===== config.mk =====
export PLATFORM = sky130hd
export DESIGN_NAME = cmr_regbank
export DESIGN_NICKNAME = d
export VERILOG_FILES = /design/src/cmr_pkg.sv /design/src/cmr_regbank.sv /design/src/cmr_stat_byte.sv
export SDC_FILE = /design/constraint.sdc
export NUM_CORES = 1
export LEC_CHECK = 0
export BUFFER_PORTS_ARGS = -buffer_cell sky130_fd_sc_hd__clkbuf_2
export CAP_MARGIN = 10
export CORE_UTILIZATION = 30
export CTS_BUF_LIST = sky130_fd_sc_hd__clkbuf_16
export DETAILED_ROUTE_END_ITERATION = 7
export HOLD_SLACK_MARGIN = 0.06
export SLEW_MARGIN = 20
export SYNTH_ARGS = -nofsm -noshare
export SYNTH_HDL_FRONTEND = slang
export SYNTH_SLANG_ARGS = --single-unit

===== constraint.sdc =====
create_clock -name REF_CLK -period 5.8 [get_ports REF_CLK]
set_input_delay 1.16 -clock REF_CLK [delete_from_list [all_inputs] [get_ports REF_CLK]]
set_output_delay 1.16 -clock REF_CLK [all_outputs]
set_load 0.02 [all_outputs]

===== src/cmr_pkg.sv =====
// constants, types and register map of the channel interrupt/mode register bank
package cmr_pkg;

	// ----------------------------------------------------------------
	// register offsets
	// ----------------------------------------------------------------
	localparam logic [15:0] ADDR_TOPO = 16'h0100;
	localparam logic [15:0] ADDR_CTRL = 16'h0103;
	localparam logic [15:0] ADDR_IND_PATH = 16'h0120;
	localparam logic [15:0] ADDR_IND_TXCELL = 16'h0127;
	localparam logic [15:0] ADDR_IND_RXCELL = 16'h0128;
	localparam logic [15:0] ADDR_IND_RXPKT = 16'h012a;
	// low twelve bits of channel-indexed source status bytes
	localparam logic [11:0] OFS_PATH_B2 = 12'h189;
	localparam logic [11:0] OFS_PATH_B1 = 12'h18a;
	localparam logic [11:0] OFS_PATH_B0 = 12'h18b;
	localparam logic [11:0] OFS_CELL_B1 = 12'h70a;
	localparam logic [11:0] OFS_CELL_B0 = 12'h70b;
	localparam logic [11:0] OFS_TXCELL = 12'hf0b;
	// source enable byte sits this far below its status byte
	localparam logic [15:0] OFS_ENABLE_GAP = 16'h0004;
	// channel digit in the top nibble
	localparam logic [3:0] CH_FIRST = 4'h1;
	localparam logic [3:0] CH_LAST = 4'h3;

	// ----------------------------------------------------------------
	// source status slots
	// ----------------------------------------------------------------
	localparam int NUM_CH = 3;
	localparam int NUM_SLOTS = 24;
	localparam logic [4:0] SLOTS_PER_CH = 5'd7;
	localparam logic [4:0] SLOT_PATH_B2 = 5'd0;
	localparam logic [4:0] SLOT_PATH_B1 = 5'd1;
	localparam logic [4:0] SLOT_PATH_B0 = 5'd2;
	localparam logic [4:0] SLOT_CELL_B1 = 5'd3;
	localparam logic [4:0] SLOT_CELL_B0 = 5'd4;
	localparam logic [4:0] SLOT_PKT = 5'd5;
	localparam logic [4:0] SLOT_TXCELL = 5'd6;
	localparam logic [4:0] SLOT_CONCAT_B2 = 5'd21;
	localparam logic [4:0] SLOT_CONCAT_B1 = 5'd22;
	localparam logic [4:0] SLOT_CONCAT_B0 = 5'd23;

	// ----------------------------------------------------------------
	// field positions
	// ----------------------------------------------------------------
	localparam int TOPO_SEL_LSB = 0;
	localparam int TOPO_SPLIT_BIT = 3;
	localparam int TOPO_VARIANT_LSB = 4;
	localparam int CTRL_SOFT_RESET_BIT = 0;
	localparam int CTRL_PROTO_BIT = 2;
	localparam int CTRL_RX_PLL_OFF_BIT = 6;
	localparam int CTRL_TX_PLL_OFF_BIT = 7;
	localparam int IND_CONCAT_BIT = 4;

	// ----------------------------------------------------------------
	// reset values
	// ----------------------------------------------------------------
	localparam logic [1:0] RST_TOPO_SEL = 2'h0;
	localparam logic [3:0] RST_VARIANT = 4'h0;
	localparam logic [7:0] RST_ENABLE = 8'h00;
	localparam logic [7:0] RST_STATUS = 8'h00;

	typedef enum logic [1:0] {
		TOPO_CONCAT = 2'b00,
		TOPO_CONCAT_ALT = 2'b01,
		TOPO_DS3_STS3 = 2'b10,
		TOPO_STS1_STS3 = 2'b11
	} cmr_topo_e;

	typedef enum logic {
		PROTO_CELL = 1'b0,
		PROTO_PACKET = 1'b1
	} cmr_proto_e;

	typedef struct packed {
		logic [7:0] stat;
	} cmr_byte_s;

endpackage


===== src/cmr_regbank.sv =====
// channel interrupt indicators, source status and mode control registers
// Functional notes
// - read-only path indicator at 0x0120, resets zero
// - indicator bit reads one while channel requests
// - cell, packet, transmit indicators share layout
// - top address nibble 1-3 selects channel N-1
// - path status bytes 2,1,0 per channel
// - concat path status bytes 2,1,0 fixed
// - receive cell status bytes 1 then 0
// - packet status aliases cell byte 0 address
// - transmit cell status one byte per channel
// - three topology modes supported
// - concat mode keeps two extra tributaries reachable
// - all active channels addressable from host side
// - topology byte fields, bit 2 reads zero
// - control byte 0 fields, unused read zero
// - protocol bit zero cell, one packet
// - status read clears bits, interrupt negates
`timescale 1ns/100ps
module cmr_regbank (
	input wire logic REF_CLK,
	input wire logic RESETN,
	input wire logic CS_N,
	input wire logic RD_N,
	input wire logic WR_N,
	input wire logic [15:0] ADDR,
	input wire logic [7:0] DATA_IN,
	output logic [7:0] DATA_OUT,
	output logic DATA_OE,
	input wire logic [71:0] RX_PATH_EVT,
	input wire logic [23:0] CONCAT_PATH_EVT,
	input wire logic [47:0] RX_CELL_EVT,
	input wire logic [23:0] RX_PKT_EVT,
	input wire logic [23:0] TX_CELL_EVT,
	output logic [1:0] TOPOLOGY_SELECT,
	output logic SPLIT_BUS_SELECT,
	output logic [3:0] CHANNEL_VARIANT_SELECT,
	output logic FRAMING_PROTOCOL_SELECT,
	output logic TX_PLL_OFF,
	output logic RX_PLL_OFF,
	output logic SOFT_RESET,
	output logic INT_N
);

	// ----------------------------------------------------------------
	// state
	// ----------------------------------------------------------------
	typedef struct packed {
		logic [15:0] addr1;
		logic [15:0] addr2;
		logic [7:0] wd1;
		logic [7:0] wd2;
		logic cs_n1;
		logic cs_n2;
		logic rd_n1;
		logic rd_n2;
		logic wr_n1;
		logic wr_n2;
		logic rd_last;
		logic wr_last;
		logic [1:0] topo;
		logic split_bus;
		logic [3:0] variant;
		logic tx_pll_off;
		logic rx_pll_off;
		logic proto;
		logic soft_rst;
		logic [23:0][7:0] en;
		logic [7:0] rdata;
		logic oe;
		logic int_n;
	} cmr_state_s;

	localparam cmr_state_s RST_STATE = '{
		addr1: 16'h0000, addr2: 16'h0000, wd1: 8'h00, wd2: 8'h00,
		cs_n1: 1'b1, cs_n2: 1'b1, rd_n1: 1'b1, rd_n2: 1'b1,
		wr_n1: 1'b1, wr_n2: 1'b1, rd_last: 1'b1, wr_last: 1'b1,
		topo: cmr_pkg::RST_TOPO_SEL, split_bus: 1'b0,
		variant: cmr_pkg::RST_VARIANT, tx_pll_off: 1'b0,
		rx_pll_off: 1'b0, proto: 1'b0, soft_rst: 1'b0,
		en: {24{cmr_pkg::RST_ENABLE}}, rdata: 8'h00, oe: 1'b0,
		int_n: 1'b1};

	cmr_state_s q;
	cmr_state_s next_q;

	logic [23:0][7:0] stat;
	logic [23:0][7:0] set_vec;
	logic [23:0] clr_vec;
	logic [2:0] ind_path;
	logic ind_concat;
	logic [2:0] ind_rxcell;
	logic [2:0] ind_rxpkt;
	logic [2:0] ind_txcell;
	logic rd_go;
	logic wr_go;
	logic concat_mode;
	logic [5:0] stat_hit;
	logic [5:0] en_hit;

	// ----------------------------------------------------------------
	// address decode
	// ----------------------------------------------------------------
	// returns {hit, slot}; top nibble picks channel N-1
	function automatic logic [5:0] slot_decode(input logic [15:0] a,
			input logic proto, input logic concat);
		logic [4:0] base;
		logic first;
		logic [5:0] r;
		base = 5'(5'(a[15:12] - cmr_pkg::CH_FIRST) * cmr_pkg::SLOTS_PER_CH);
		first = (a[15:12] == cmr_pkg::CH_FIRST);
		r = 6'h00;
		if (a[15:12] inside {[cmr_pkg::CH_FIRST:cmr_pkg::CH_LAST]}) begin
			case (a[11:0])
			// concat bytes take channel 0's path addresses in concat mode, using slots 21-23
			cmr_pkg::OFS_PATH_B2: r = (concat && first) ?
					{1'b1, cmr_pkg::SLOT_CONCAT_B2} :
					{1'b1, 5'(base + cmr_pkg::SLOT_PATH_B2)};
			cmr_pkg::OFS_PATH_B1: r = (concat && first) ?
					{1'b1, cmr_pkg::SLOT_CONCAT_B1} :
					{1'b1, 5'(base + cmr_pkg::SLOT_PATH_B1)};
			cmr_pkg::OFS_PATH_B0: r = (concat && first) ?
					{1'b1, cmr_pkg::SLOT_CONCAT_B0} :
					{1'b1, 5'(base + cmr_pkg::SLOT_PATH_B0)};
			cmr_pkg::OFS_CELL_B1: r = {1'b1, 5'(base + cmr_pkg::SLOT_CELL_B1)};
			cmr_pkg::OFS_CELL_B0: r = proto ?
					{1'b1, 5'(base + cmr_pkg::SLOT_PKT)} :
					{1'b1, 5'(base + cmr_pkg::SLOT_CELL_B0)};
			cmr_pkg::OFS_TXCELL: r = {1'b1, 5'(base + cmr_pkg::SLOT_TXCELL)};
			default: r = 6'h00;
			endcase
		end
		return r;
	endfunction

	assign concat_mode = (q.topo == cmr_pkg::TOPO_CONCAT) ||
			(q.topo == cmr_pkg::TOPO_CONCAT_ALT);
	assign stat_hit = slot_decode(q.addr2, q.proto, concat_mode);
	assign en_hit = slot_decode(16'(q.addr2 + cmr_pkg::OFS_ENABLE_GAP),
			q.proto, concat_mode);
	// strobes act once on their synchronised falling edge
	assign rd_go = q.rd_last && !q.rd_n2 && !q.cs_n2;
	assign wr_go = q.wr_last && !q.wr_n2 && !q.cs_n2;

	// ----------------------------------------------------------------
	// source status bytes
	// ----------------------------------------------------------------
	// every channel's slots stay live in all topologies
	always_comb begin
		set_vec = '0;
		for (int c = 0; c < cmr_pkg::NUM_CH; c++) begin
			set_vec[c*7+0] = RX_PATH_EVT[c*24+16 +: 8];
			set_vec[c*7+1] = RX_PATH_EVT[c*24+8 +: 8];
			set_vec[c*7+2] = RX_PATH_EVT[c*24 +: 8];
			set_vec[c*7+3] = RX_CELL_EVT[c*16+8 +: 8];
			set_vec[c*7+4] = RX_CELL_EVT[c*16 +: 8];
			set_vec[c*7+5] = RX_PKT_EVT[c*8 +: 8];
			set_vec[c*7+6] = TX_CELL_EVT[c*8 +: 8];
		end
		set_vec[21] = CONCAT_PATH_EVT[23:16];
		set_vec[22] = CONCAT_PATH_EVT[15:8];
		set_vec[23] = CONCAT_PATH_EVT[7:0];
	end

	always_comb begin
		for (int i = 0; i < cmr_pkg::NUM_SLOTS; i++) begin
			clr_vec[i] = rd_go && stat_hit[5] && (stat_hit[4:0] == 5'(i));
		end
	end

	for (genvar i = 0; i < cmr_pkg::NUM_SLOTS; i++) begin : g_stat
		cmr_stat_byte u_stat (
			.clk(REF_CLK),
			.rst_n(RESETN),
			.set(set_vec[i]),
			.clear(clr_vec[i]),
			.flush(q.soft_rst),
			.stat(stat[i])
		);
	end

	// ----------------------------------------------------------------
	// channel indicators
	// ----------------------------------------------------------------
	always_comb begin
		for (int c = 0; c < cmr_pkg::NUM_CH; c++) begin
			ind_path[c] = |((stat[c*7+0] & q.en[c*7+0]) |
					(stat[c*7+1] & q.en[c*7+1]) |
					(stat[c*7+2] & q.en[c*7+2]));
			ind_rxcell[c] = |((stat[c*7+3] & q.en[c*7+3]) |
					(stat[c*7+4] & q.en[c*7+4]));
			ind_rxpkt[c] = |(stat[c*7+5] & q.en[c*7+5]);
			ind_txcell[c] = |(stat[c*7+6] & q.en[c*7+6]);
		end
		ind_concat = |((stat[21] & q.en[21]) | (stat[22] & q.en[22]) |
				(stat[23] & q.en[23]));
	end

	// ----------------------------------------------------------------
	// next state
	// ----------------------------------------------------------------
	always_comb begin
		next_q = q;
		next_q.addr1 = ADDR;
		next_q.addr2 = q.addr1;
		next_q.wd1 = DATA_IN;
		next_q.wd2 = q.wd1;
		next_q.cs_n1 = CS_N;
		next_q.cs_n2 = q.cs_n1;
		next_q.rd_n1 = RD_N;
		next_q.rd_n2 = q.rd_n1;
		next_q.wr_n1 = WR_N;
		next_q.wr_n2 = q.wr_n1;
		next_q.rd_last = q.rd_n2;
		next_q.wr_last = q.wr_n2;
		next_q.oe = !q.cs_n2 && !q.rd_n2;
		next_q.soft_rst = 1'b0;
		if (rd_go) begin
			case (q.addr2)
			cmr_pkg::ADDR_TOPO: next_q.rdata = {q.variant, q.split_bus,
					1'b0, q.topo};
			cmr_pkg::ADDR_CTRL: next_q.rdata = {q.tx_pll_off,
					q.rx_pll_off, 3'b000, q.proto, 1'b0, 1'b0};
			cmr_pkg::ADDR_IND_PATH: next_q.rdata = {3'b000, ind_concat,
					1'b0, ind_path};
			cmr_pkg::ADDR_IND_RXCELL: next_q.rdata = {5'b00000, ind_rxcell};
			cmr_pkg::ADDR_IND_RXPKT: next_q.rdata = {5'b00000, ind_rxpkt};
			cmr_pkg::ADDR_IND_TXCELL: next_q.rdata = {5'b00000, ind_txcell};
			default: next_q.rdata = stat_hit[5] ? stat[stat_hit[4:0]] :
					(en_hit[5] ? q.en[en_hit[4:0]] : 8'h00);
			endcase
		end
		if (wr_go) begin
			case (q.addr2)
			cmr_pkg::ADDR_TOPO: begin
				next_q.topo = q.wd2[cmr_pkg::TOPO_SEL_LSB +: 2];
				next_q.split_bus = q.wd2[cmr_pkg::TOPO_SPLIT_BIT];
				next_q.variant = q.wd2[cmr_pkg::TOPO_VARIANT_LSB +: 4];
			end
			cmr_pkg::ADDR_CTRL: begin
				next_q.tx_pll_off = q.wd2[cmr_pkg::CTRL_TX_PLL_OFF_BIT];
				next_q.rx_pll_off = q.wd2[cmr_pkg::CTRL_RX_PLL_OFF_BIT];
				next_q.proto = q.wd2[cmr_pkg::CTRL_PROTO_BIT];
				// self-clearing: a one pulse, never a stuck reset
				next_q.soft_rst = q.wd2[cmr_pkg::CTRL_SOFT_RESET_BIT];
			end
			default: begin
				if (en_hit[5]) begin
					next_q.en[en_hit[4:0]] = q.wd2;
				end
			end
			endcase
		end
		// status bytes lag one cycle, so negation follows the read by two
		next_q.int_n = !(|{ind_path, ind_concat, ind_rxcell, ind_rxpkt,
				ind_txcell});
	end

	always_ff @(posedge REF_CLK or negedge RESETN) begin
		if (!RESETN) begin
			q <= RST_STATE;
		end else begin
			q <= next_q;
		end
	end

	assign DATA_OUT = q.rdata;
	assign DATA_OE = q.oe;
	assign TOPOLOGY_SELECT = q.topo;
	assign SPLIT_BUS_SELECT = q.split_bus;
	assign CHANNEL_VARIANT_SELECT = q.variant;
	assign FRAMING_PROTOCOL_SELECT = q.proto;
	assign TX_PLL_OFF = q.tx_pll_off;
	assign RX_PLL_OFF = q.rx_pll_off;
	assign SOFT_RESET = q.soft_rst;
	assign INT_N = q.int_n;
endmodule


===== src/cmr_stat_byte.sv =====
// one sticky source status byte with clear-on-read
`timescale 1ns/100ps
module cmr_stat_byte (
	input wire logic clk,
	input wire logic rst_n,
	input wire logic [7:0] set,
	input wire logic clear,
	input wire logic flush,
	output logic [7:0] stat
);

	cmr_pkg::cmr_byte_s q;
	cmr_pkg::cmr_byte_s next_q;

	// a source firing in the clearing cycle survives the clear
	always_comb begin
		next_q = q;
		if (clear || flush) begin
			next_q.stat = cmr_pkg::RST_STATUS;
		end
		next_q.stat = next_q.stat | set;
	end

	always_ff @(posedge clk or negedge rst_n) begin
		if (!rst_n) begin
			q <= '0;
		end else begin
			q <= next_q;
		end
	end

	assign stat = q.stat;
endmodule


* Yosys cells after proc, flatten, opt, wreduce, memory -nomap -nowiden *
Cells that the tools add are included.

word-level totals
  input port bits = 221
  logic and storage cells = 332
  flip-flop bits (word level) = 461
  output and inout port bits = 21

operators by class
  muxes and demuxes = 50
  equality and inequality tests = 44
  reductions and logical operators = 84
  magnitude comparators = 7
  add/subtract/negate cells = 15
  $mul = 2
  bitwise operators = 60

operators by type and width
  cell                                                    number
  two-way mux 192 bit                                     2
  bitwise OR 8 bit                                        35
  two-way mux 8 bit                                       29
  two-way mux 193 bit                                     1
  bitwise AND 8 bit                                       24
  bitwise mux 192 bit                                     1
  OR reduction 104 bit                                    1
  OR reduction 8 bit                                      13
  equality test 16 x 9 -> 1 bit (second input constant)   6
  binary-select mux 8 bit (select 5 bit)                  2
  equality test 12 x 9 -> 1 bit (second input constant)   6
  one-hot mux 6 bit (6 select lines)                      2
  equality test 12 x 11 -> 1 bit (second input constant)  4
  one-hot mux 8 bit (6 select lines)                      1
  demux 8 bit (select 5 bit)                              1
  equality test 5 x 4 -> 1 bit (second input constant)    8
  equality test 5 bit (second input constant)             8
  two-way mux 5 bit                                       8
  logical AND 1 bit                                       35
  adder 5 x 3 -> 5 bit (second input constant)            6
  logical OR 1 bit                                        25
  equality test 12 bit (second input constant)            2
  adder 5 x 2 -> 5 bit (second input constant)            4
  equality test 5 x 3 -> 1 bit (second input constant)    4
  21 further kinds                                        34

* Depth between registers and ports, before layout *
Gate-level depths: netlist of the first run.

  word-level depth = 15
  depth in mapped cells = 28
  mapped depth without buffers = 24

* Modules after synthesis *
A second synthesis of the first run with hierarchy kept.

unflattened totals
  cell total of the unflattened synthesis = 2,274
  area, all modules = 24,777.5 sq um

by module, submodules not included
  module         instances  area each (sq um)  seq. area each (sq um)  cells an instance
  cmr_regbank    1          18,261.3           6,742.7                 1,866
  cmr_stat_byte  24         271.5              200.2                   17

* Worst setup path after synthesis of the first run *
No wires, ideal clock.

  kind = register to register
  start = reg q[243] (netlist bit)
  end = reg (tool-made name)
  required time = 5.675 ns
  setup slack = -0.397 ns
  buffers on the path = 2
  clock period less this slack = 6.197 ns
  setup time = 0.125 ns
  arrival time = 6.073 ns
  cell stages (with the launch flop) = 26
  cells stage by stage = dfrtp_1 > buf_2 > nand3_4 > nor3_2 > nand2_1 > xnor2_1 > inv_1 > ha_1 > clkbuf_1 > xnor3_1 > xnor2_1 > ha_1 > inv_1 > fa_1 > inv_1 > ha_1 > o21ai_0 > nor3_1 > o211ai_1 > o221ai_1 > a2111oi_2 > nand2_1 > nor2_1 > a21oi_4 > nor4_4 > mux2_2

RTL lines
  what                      line                RTL
  start: declaration        cmr_regbank.sv:84   cmr_state_s q;
  start signal: assignment  cmr_regbank.sv:263  q <= next_q;

* Worst setup path in the final report of the first run *
  start = reg q[248] (netlist bit)
  end = reg q, in the netlist DATA_OUT[3]

between the ends
  longest elaborated chain between the ends = 12
  elaborated cells on any way between the ends = 47
  those cells by class = add/sub (8); mul (1); order compare (2); eq/ne (19); mux (15); reduce/logical (2)

RTL lines
  what                                          line                                                        RTL
  adder 16 x 3 -> 16 bit                        cmr_regbank.sv:139                                          assign en_hit = slot_decode(16'(q.addr2 + cmr_pkg::OFS_ENABLE_GAP),
  subtractor 4 x 1 -> 5 bit                     cmr_regbank.sv:110                                          base = 5'(5'(a[15:12] - cmr_pkg::CH_FIRST) * cmr_pkg::SLOTS_PER_CH);
  multiplier 5 x 3 -> 5 bit                     cmr_regbank.sv:110
  adder 5 x 3 -> 5 bit (tied with other cells)  cmr_regbank.sv:128                                          {1'b1, 5'(base + cmr_pkg::SLOT_CELL_B0)};
  two-way mux 5 bit (on tied branches)          cmr_regbank.sv:126, cmr_regbank.sv:119, cmr_regbank.sv:122
  one-hot mux 6 bit (6 select lines)            cmr_regbank.sv:114                                          case (a[11:0])
  two-way mux 6 bit                             cmr_regbank.sv:113                                          if (a[15:12] inside {[cmr_pkg::CH_FIRST:cmr_pkg::CH_LAST]}) begin
  binary-select mux 8 bit (select 5 bit)        cmr_regbank.sv:230                                          (en_hit[5] ? q.en[en_hit[4:0]] : 8'h00);
  two-way mux 8 bit (not written as such)       cmr_regbank.sv:230
  two-way mux 8 bit                             cmr_regbank.sv:230
  two-way mux 8 bit                             cmr_regbank.sv:229                                          default: next_q.rdata = stat_hit[5] ? stat[stat_hit[4:0]] :
  one-hot mux 8 bit (6 select lines) *          cmr_regbank.sv:219                                          case (q.addr2)

Mark *: on every way between the ends. The rest lies on a longest branch, timed or not. The select of a mux whose other input is x is not followed.
A chain may end at the register's enable or synchronous reset.

==> flow_summary_export.csv, run 1 <==
group,metric,value,unit
status,result_of_the_run,"complete, but fails checks",
status,violations,"DRC",
pwr,power.share.sequential,0.440,
place,dp_cells,3560,
setup_path,cp_max_fo,4,
clocking,cts_root_buf,"clkbuf_16",
final_layout,nets,2811,
grt,grt_pass1_vias,21744,
routing,drt.antenna.violating_nets,0,
pwr,leakagePower,12.5,nW
floorplanning,dieHeight,284,um
yosys,netlist_area,0.0239,sq mm
final_layout,num-fill-cells,7844,
sta,period_share,0.960,
setup_path,slowest_delay,0.56,ns
yosys,avgSynthCellArea,10.9,sq um
hold_path,hold_class,"reg -> reg",
final_layout,final_antenna_diode_count,0,
clocking,clkSlewWorstSetupHoldPaths,0.06,ns
place,place_congestion,1.09,
yosys,mappedNetlistNets,2432,
grt,track_usage,0.261,
sta,hold_viol_final,0,
yosys,synth_seq_area_share,0.483,
setup_path,worstPathCellList,"nand4_1, nor3_4, nand2_1, xnor2_2, buf_4, ha_1, xor2_2, fa_1, fa_1, inv_1, ha_1, o21ai_1, nor3_2, o211ai_1, o221ai_1, a2111oi_2, buf_4, a31oi_1, buf_4, a21oi_1, a21oi_1, nor2_1, o41ai_2",
grt,antenna_violations_before_repair,1,
sta,setup-violations-final,0,
routing,wl_per_cell,29.5,um
clocking,cts_inserted_buffers,51,
pwr,switching_share,0.268,
pwr,power.share.combinational,0.121,
routing,detailed_route_via_count,21768,
yosys,synth_unique_cells,98,
yosys,number_of_enable_flip_flop_cells_after_synthesis,0,
setup_path,critPathSlowestCell,"fa_1",
floorplanning,fp.coreArea,0.0789,sq mm
sta,final.setup_skew,0.0151,ns
setup_path,crit_arrival,6.07,ns
pwr,p_clk_frac,0.439,
routing,number_of_drc_violations_after_detailed_routing_iteration_0,2516,
pwr,internal_power,5.49,mW
routing,via_density_per_instance,5.95,
floorplanning,die-area,0.0808,sq mm
final_layout,filler_free_cell_count_of_the_finished_design,3656,
floorplanning,effective_utilization_at_floorplan,0.303,
pwr,max-vdd-ir-drop,184,uV
job,max_cap_viol_count,0,
yosys,synthFlopType,"dfrtp_1",
setup_path,worst_ep_required_time,6.30,ns
place,place_hpwl,82.3,mm
sta,layout_min_cycle_time,5.57,ns
pwr,power.density_cell_area,254,mW/mm^2
sta,timing_limited_maximum_frequency,0.180,GHz
sta,final-max-slew-violation-count,0,
clocking,numClockSinks,461,
clocking,cts_tree,"yes",
clocking,cts-htree-levels,2,
pwr,p_sw,2.01,mW
setup_path,critical_path.endpoint_type,"flip-flop",
yosys,ys_seq_elements,461,
floorplanning,fp.dieW,284,um
sta,hold_slack,0.347,ns
yosys,async_reset_ff_frac,1.00,
pwr,power,7.50,mW
yosys,netlist_instances,2185,
grt,global_route_wire_length_before_repair,155,mm
yosys,synthesis.yosys.warnings,0,
final_layout,post_route_cells_drive_above_1_share,0.328,
setup_path,crit_path_frequent_cell,"buf_4",
routing,detailedRoute.firstPassIterationCount,8,
sta,maxSlewHeadroom,0.280,
clocking,clock_insertion_delay_worst_skew,0.61,ns
setup_path,timing_worst_setup_path_type,"reg -> reg",
setup_path,worst_setup_path_start_kind,"flip-flop",
final_layout,synthToLayoutAreaGrowth,23.6,%
place,io_buffers,241,
sta,tightest_slew,1.08,ns
routing,totalWireLength,108,mm
clocking,cts_hold_buf,0,
floorplanning,io_pins,242,
grt,grt_max_degree,126,
routing,route.detailed.drc,4,
floorplanning,rows,103,
clocking,cts_buffer_depth,3,
grt,grt_overflow_total,0,
## timing repair
item,in CTS,in global routing
buffers inserted,0,1
resized for setup,3,13
pin swaps,0,2
setup endpoints to repair,38,216
hold endpoints to repair,0,0
## cell usage after synthesis, types with 6 or more instances
cell | n | area (sq um)
dfrtp_1 | 452 | 11300
mux2_2 | 232 | 2610
a21o_1 | 198 | 1490
nand2_1 | 149 | 559
nor2_1 | 112 | 420
a22oi_1 | 104 | 781
a21oi_1 | 76 | 380
clkbuf_1 | 64 | 240
nand3_1 | 58 | 290
o21ai_0 | 50 | 250
o22ai_1 | 42 | 263
nand4_1 | 35 | 219
nor3_1 | 31 | 155
a31oi_1 | 29 | 181
buf_2 | 29 | 145
mux2i_1 | 29 | 290
inv_1 | 25 | 93.8
o211ai_1 | 24 | 180
buf_4 | 23 | 173
ha_1 | 22 | 275
a221oi_1 | 19 | 166
and3_1 | 19 | 119
a211oi_1 | 18 | 135
a22o_1 | 18 | 158
o221ai_1 | 17 | 149
or3_1 | 17 | 106
and2_1 | 15 | 93.8
nor4_1 | 15 | 93.8
a2bb2oi_1 | 14 | 123
xnor2_1 | 13 | 114
nor2b_1 | 12 | 75.1
dfstp_2 | 9 | 236
o31ai_1 | 9 | 67.6
or2_2 | 9 | 56.3
nand2_2 | 8 | 50.1
nand2b_1 | 8 | 50.1
xor2_1 | 8 | 70.1
a21boi_0 | 7 | 52.6
buf_1 | 7 | 26.3
o211a_1 | 7 | 70.1
a2111oi_0 | 6 | 52.6
nor3b_1 | 6 | 45.0
o2bb2ai_1 | 6 | 52.6
## critical path: cells and delay by family (launching register included)
| family | cells | cell delay, ns |
|---|---|---|
| adder cells (fa/ha/maj) | 4 | 1.57 |
| buffers and inverters | 4 | 0.63 |
| AND/OR/NAND/NOR | 5 | 0.90 |
| AO/OA/AOI/OAI | 8 | 1.62 |
| XOR/XNOR | 2 | 0.39 |
| flip-flops | 1 | 0.35 |
## routing by layer
| metal | vias to the layer above | global-route usage | wire (um) |
|---|---|---|---|
| met5 | - | 0 | 13 |
| met4 | 2 | 0.110 | 4870 |
| met3 | 303 | 0.0514 | 9500 |
| met2 | 1290 | 0.417 | 49800 |
| met1 | 11080 | 0.342 | 43600 |
| li1 | 9093 | - | - |
## cell type report
class / instances / area (sq um) / area share
clock inverter: 42 / 370 / 0.0125
timing repair buffer: 451 / 3080 / 0.104
tap: 1050 / 1310 / 0.0444
multi-input combinational: 1573 / 11800 / 0.400
inverter: 26 / 97.6 / 0.00330
clock buffer: 53 / 1330 / 0.0449
sequential: 461 / 11600 / 0.391
## cells by family (layout without fill, tap and decap cells)
group / after synthesis / count (layout) / synth area share
fa+ha+maj: 26 / 26 / 0.0149
mux: 262 / 262 / 0.122
buf+inv: 151 / 572 / 0.0295
xor+xnor: 24 / 24 / 0.0100
flops: 461 / 461 / 0.483
simple gates: 539 / 539 / 0.119
compound gates: 722 / 722 / 0.222
## per-stage QoR
| stage | worst slack (ns) | instance area [sq um] | utilization | setup TNS, ns |
|---|---|---|---|---|
| final | 0.232 | 29600 | 0.375 | 0 |
| after global routing | -0.0196 | 29600 | 0.375 | -0.0466 |
| after CTS | 0.000852 | 29500 | 0.374 | 0 |
| after detailed placement | -0.162 | 27800 | 0.352 | -4.74 |
| after global placement | -0.000823 | 27800 | 0.352 | -0.000823 |
| after floorplan | -0.00523 | 23900 | - | -0.0419 |
## worst paths after layout
| path | startpoint | end | slack (ns) | cells past startpoint |
|---|---|---|---|---|
| min | next_q[224] | q[224] | 0.35 | 0 |
| max in group asynchronous | RESETN | q[227] | 3.90 | 2 |
| max | q[248] | DATA_OUT[3] | 0.23 | 23 |
| min in group asynchronous | RESETN | g_stat[7].u_stat.stat[0] | 0.61 | 1 |
| min reg2reg | next_q[224] | q[224] | 0.35 | 0 |
| max reg2reg | q[248] | DATA_OUT[3] | 0.23 | 23 |
## power groups by stage
| stage | registers, mW | clock network (mW) | logic [mW] |
|---|---|---|---|
| global placement | 3.35 | 0 | 0.878 |
| finish | 3.30 | 3.29 | 0.905 |
| detailed placement | 3.35 | 0 | 0.878 |
| global route | 3.30 | 3.50 | 0.957 |
| floorplan | 3.31 | 0 | 0.437 |
| CTS | 3.29 | 3.36 | 0.884 |
## cell usage in the layout, fill, tap and decap left out, types with 19 or more instances in the layout
master	instances
a221oi_1	19
inv_1	36
nor3_1	29
buf_4	186
o22ai_1	42
dfrtp_1	446
a21o_1	198
nand3_1	58
a22oi_1	104
o21ai_0	48
buf_12	23
o211ai_1	24
nand2_1	148
nand4_1	35
a21oi_1	75
and3_1	19
ha_1	22
clkbuf_2	240
clkbuf_16	53
a31oi_1	27
mux2_2	232
mux2i_1	29
nor2_1	108
Note: power is estimated with default switching activity, not from simulation.
==> run 2, diff against run 1 <==
--- a/config.mk
+++ b/config.mk
@@ -5,8 +5,8 @@
 export SDC_FILE = /design/constraint.sdc
 export NUM_CORES = 1
 export LEC_CHECK = 0
+export ABC_AREA = 1
 export BUFFER_PORTS_ARGS = -buffer_cell sky130_fd_sc_hd__clkbuf_2
-export CAP_MARGIN = 10
 export CORE_UTILIZATION = 30
 export CTS_BUF_LIST = sky130_fd_sc_hd__clkbuf_16
 export DETAILED_ROUTE_END_ITERATION = 7
==> run 2 against run 1 <==
Maximum frequency up 0.29%. Clock skew up 0.023 ns. Flip-flop and latch count unchanged. Hold slack worse by 0.0016 ns. The run now ends clean. Clock power up 3%. Via count up 15%. Power down 1.9%. Area after synthesis up 8.3%. Setup slack better by 0.016 ns.
==> flow_summary_export.csv, run 2 <==
group,metric,value,unit
setup_path,crit_path_frequent_cell,"nand2_1",
job,max_cap_viol_count,0,
yosys,netlist_instances,3460,
yosys,synthesis.yosys.warnings,0,
yosys,mappedNetlistNets,3707,
routing,detailedRoute.firstPassIterationCount,6,
floorplanning,die-area,0.0875,sq mm
yosys,netlist_area,0.0259,sq mm
yosys,post_synth_top_area_share,0.437,
setup_path,worst_ep_required_time,6.35,ns
pwr,power.share.combinational,0.092,
clocking,clock_insertion_delay_worst_skew,0.65,ns
pwr,leakagePower,16.0,nW
yosys,synth.area.mux_share,0,
yosys,number_of_enable_flip_flop_cells_after_synthesis,0,
setup_path,r2r_slack,0.25,ns
setup_path,timing.reg2reg.worst_path_depth,24,
yosys,synth_unique_cells,63,
yosys,post_synth_xor_area_fraction,0.00710,
sta,period_share,0.957,
yosys,async_reset_ff_frac,1.00,
pwr,max-vdd-ir-drop,261,uV
pwr,power,7.35,mW
setup_path,startpoint,"q[249]",
grt,grt_pass1_vias,23920,
place,io_buffers,241,
routing,number_of_drc_violations_after_detailed_routing_iteration_0,2778,
routing,via_density_per_instance,5.12,
setup_path,path_buf_inv,6,
setup_path,r2r-end,"DATA_OUT[1]",
grt,global_route_wire_length_before_repair,157,mm
pwr,p_clk_frac,0.463,
setup_path,crit_arrival,6.11,ns
floorplanning,io_pins,242,
yosys,synth_seq_area_share,0.446,
final_layout,synthToLayoutAreaGrowth,17.8,%
sta,final.setup.tns,0,ns
sta,setup-violations-final,0,
final_layout,filler_free_cell_count_of_the_finished_design,4888,
floorplanning,effective_utilization_at_floorplan,0.304,
setup_path,slowest_delay,0.53,ns
routing,wl_met1,45.3,mm
yosys,ys_seq_elements,461,
sta,timing_limited_maximum_frequency,0.180,GHz
setup_path,cp_max_fo,8,
yosys,synthFlopType,"dfrtp_1",
setup_path,worstPathCellList,"clkinv_1, buf_4, ha_1, xor2_1, fa_1, inv_1, fa_1, inv_1, ha_1, nand2_1, a31oi_1, o211ai_1, nand2_1, nor2_1, inv_1, a21oi_1, nor2_1, nand2_1, nand3_1, nand2_1, inv_1, nand2_1, nand2_1, nand2_1",
setup_path,critical_path.endpoint_type,"flip-flop",
final_layout,post_route_cells_drive_above_1_share,0.151,
final_layout,final_cell_mix,"nand2_1 (1191), dfrtp_1 (452), inv_1 (421)",
place,place_hpwl,81.8,mm
clocking,cts_inserted_buffers,55,
clocking,numClockSinks,461,
floorplanning,rows,107,
routing,route.detailed.drc,0,
grt,grt_overflow_total,0,
pwr,internal_power,5.36,mW
routing,max_used_layer,"met5",
setup_path,critPathSlowestCell,"dfrtp_1",
place,place_congestion,1.03,
routing,met3WireLength,8.36,mm
grt,antenna_violations_before_repair,1,
routing,met2RoutedLength,48.8,mm
sta,final-max-slew-violation-count,0,
floorplanning,fp.coreArea,0.0853,sq mm
setup_path,timing.critical_path.to,"DATA_OUT[1]",
final_layout,layout_commonest_cell,"nand2_1",
setup_path,worst_setup_path_start_kind,"flip-flop",
sta,worst_slack,0.247,ns
routing,detailed_route_via_count,25015,
hold_path,hold_class,"reg -> reg",
sta,layout_min_cycle_time,5.55,ns
final_layout,finalCoreUtilization,0.358,
final_layout,num-fill-cells,9064,
routing,wl_per_cell,21.9,um
sta,hold_viol_final,0,
floorplanning,fp.dieW,296,um
routing,drt.antenna.violating_nets,0,
setup_path,path_delay_family,"adder cells",
yosys,synth_adder_area_share,0.0137,
place,dp_slack,0.337,ns
grt,grt_max_degree,149,
clocking,cts-htree-levels,2,
floorplanning,dieHeight,296,um
clocking,cts_tree,"yes",
pwr,switching_share,0.270,
yosys,dominant_cell_type_by_area_after_synthesis,"dfrtp_1",
sta,rsz0062_at_grt,"no",
pwr,p_sw,1.99,mW
pwr,power.share.sequential,0.445,
clocking,cts_buffer_depth,3,
grt,track_usage,0.244,
yosys,synth_top_cells_by_count,"nand2_1 (1198), dfrtp_1 (452), inv_1 (412), o21ai_0 (275), nand3_1 (166)",
sta,maxSlewHeadroom,0.245,
yosys,synth_top_family_by_area,"simple AND/OR/NAND/NOR gates",
yosys,avgSynthCellArea,7.48,sq um
setup_path,timing_worst_setup_path_type,"reg -> reg",
yosys,synth_compound_gate_area_share,0.178,
yosys,post_synth_main_area_contributors,"dfrtp_1 (44%), nand2_1 (17%), inv_1 (6.0%)",
sta,final.setup_skew,0.0381,ns
final_layout,nets,3945,
yosys,synth-simple-area-share,0.266,
pwr,power.density_cell_area,241,mW/mm^2
clocking,cts_root_buf,"clkbuf_16",
routing,totalWireLength,107,mm
status,result_of_the_run,"finished clean",
clocking,clkSlewWorstSetupHoldPaths,0.06,ns
setup_path,timing.rr.start,"q[249]",
yosys,synth_most_common_cell,"nand2_1",
setup_path,critical_path_cell_count,24,
clocking,cts_hold_buf,0,
place,dp_cells,4784,
sta,tightest_slew,1.13,ns
## run 2: changes by cell type after synthesis, moves of 97 or more
| cell | before | now |
|---|---|---|
| a21o_1 | 198 | 0 |
| a22oi_1 | 104 | 7 |
| inv_1 | 25 | 412 |
| mux2_2 | 232 | 0 |
| nand2_1 | 149 | 1198 |
| nand3_1 | 58 | 166 |
| o21ai_0 | 50 | 275 |
| o21ai_1 | 3 | 101 |
| o21bai_1 | 3 | 131 |
## run 2: layout make-up
cell class              count  area, sq um  area share
diodes                      2         5.00    0.000164
clock buffers              55         1380      0.0451
clock inverters            46          375      0.0123
inverters                 435         1640      0.0537
multi-input cells        2420        12100       0.398
flip-flops and latches    461        11500       0.379
well taps                1144         1430      0.0469
repair buffers            325         2000      0.0655
## run 2: worst register-to-register path, stage by stage, from the launching register on
cell and delay [ns]:
dfrtp_1 0.53, clkinv_1 0.24, buf_4 0.23, ha_1 0.24, xor2_1 0.31, fa_1 0.47, inv_1 0.07, fa_1 0.46
inv_1 0.28, ha_1 0.29, nand2_1 0.13, a31oi_1 0.11, o211ai_1 0.35, nand2_1 0.17, nor2_1 0.34, inv_1 0.21
a21oi_1 0.25, nor2_1 0.14, nand2_1 0.11, nand3_1 0.08, nand2_1 0.09, inv_1 0.04, nand2_1 0.09, nand2_1 0.14
nand2_1 0.09
## run 2: per-stage QoR
step	hold WS (ns)	instance area, sq um
after global routing	0.352	30500
final	0.346	30500
after global placement	0.336	28700
after floorplan	0.331	25900
after detailed placement	0.335	28700
after CTS	0.345	30400
## run 2: power by group through the flow
stage	Sequential (mW)	Combinational (mW)	Clock, mW
after detailed placement	3.33	0.667	0
after CTS	3.27	0.672	3.46
after floorplan	3.31	0.346	0
after global routing	3.27	0.745	3.58
final	3.27	0.677	3.40
after global placement	3.33	0.678	0
## run 2: cells by family after synthesis
logic type,count (synthesis)
and+or+nand+nor,1634
buffers and inverters,579
AOI/OAI and AO/OA,739
xor gates and xnor gates,21
adders and majority gates,26
DFF,461
## run 2: metal layers
layer	up-vias	global-route usage
li1	11688	-
met1	11982	0.329
met2	1133	0.389
met3	208	0.0373
met4	4	0.0983
met5	-	0
## run 2: worst min-delay path by stage
stage           startpoint          end  depth (start not counted)  slack, ns
2_1_floorplan  next_q[221]       q[221]                          0       0.33
3_3_place_gp   next_q[244]       q[244]                          0       0.34
3_5_place_dp   next_q[247]       q[247]                          0       0.33
4_1_cts        next_q[217]  next_q[214]                          0       0.35
5_1_grt        next_q[250]       q[250]                          0       0.35
6_report       next_q[238]       q[238]                          0       0.35
## run 2: what timing repair did
| item | CTS | global route |
|---|---|---|
| setup buffers | 0 | 1 |
| resized for setup | 0 | 15 |
| setup endpoints to repair | 0 | 115 |
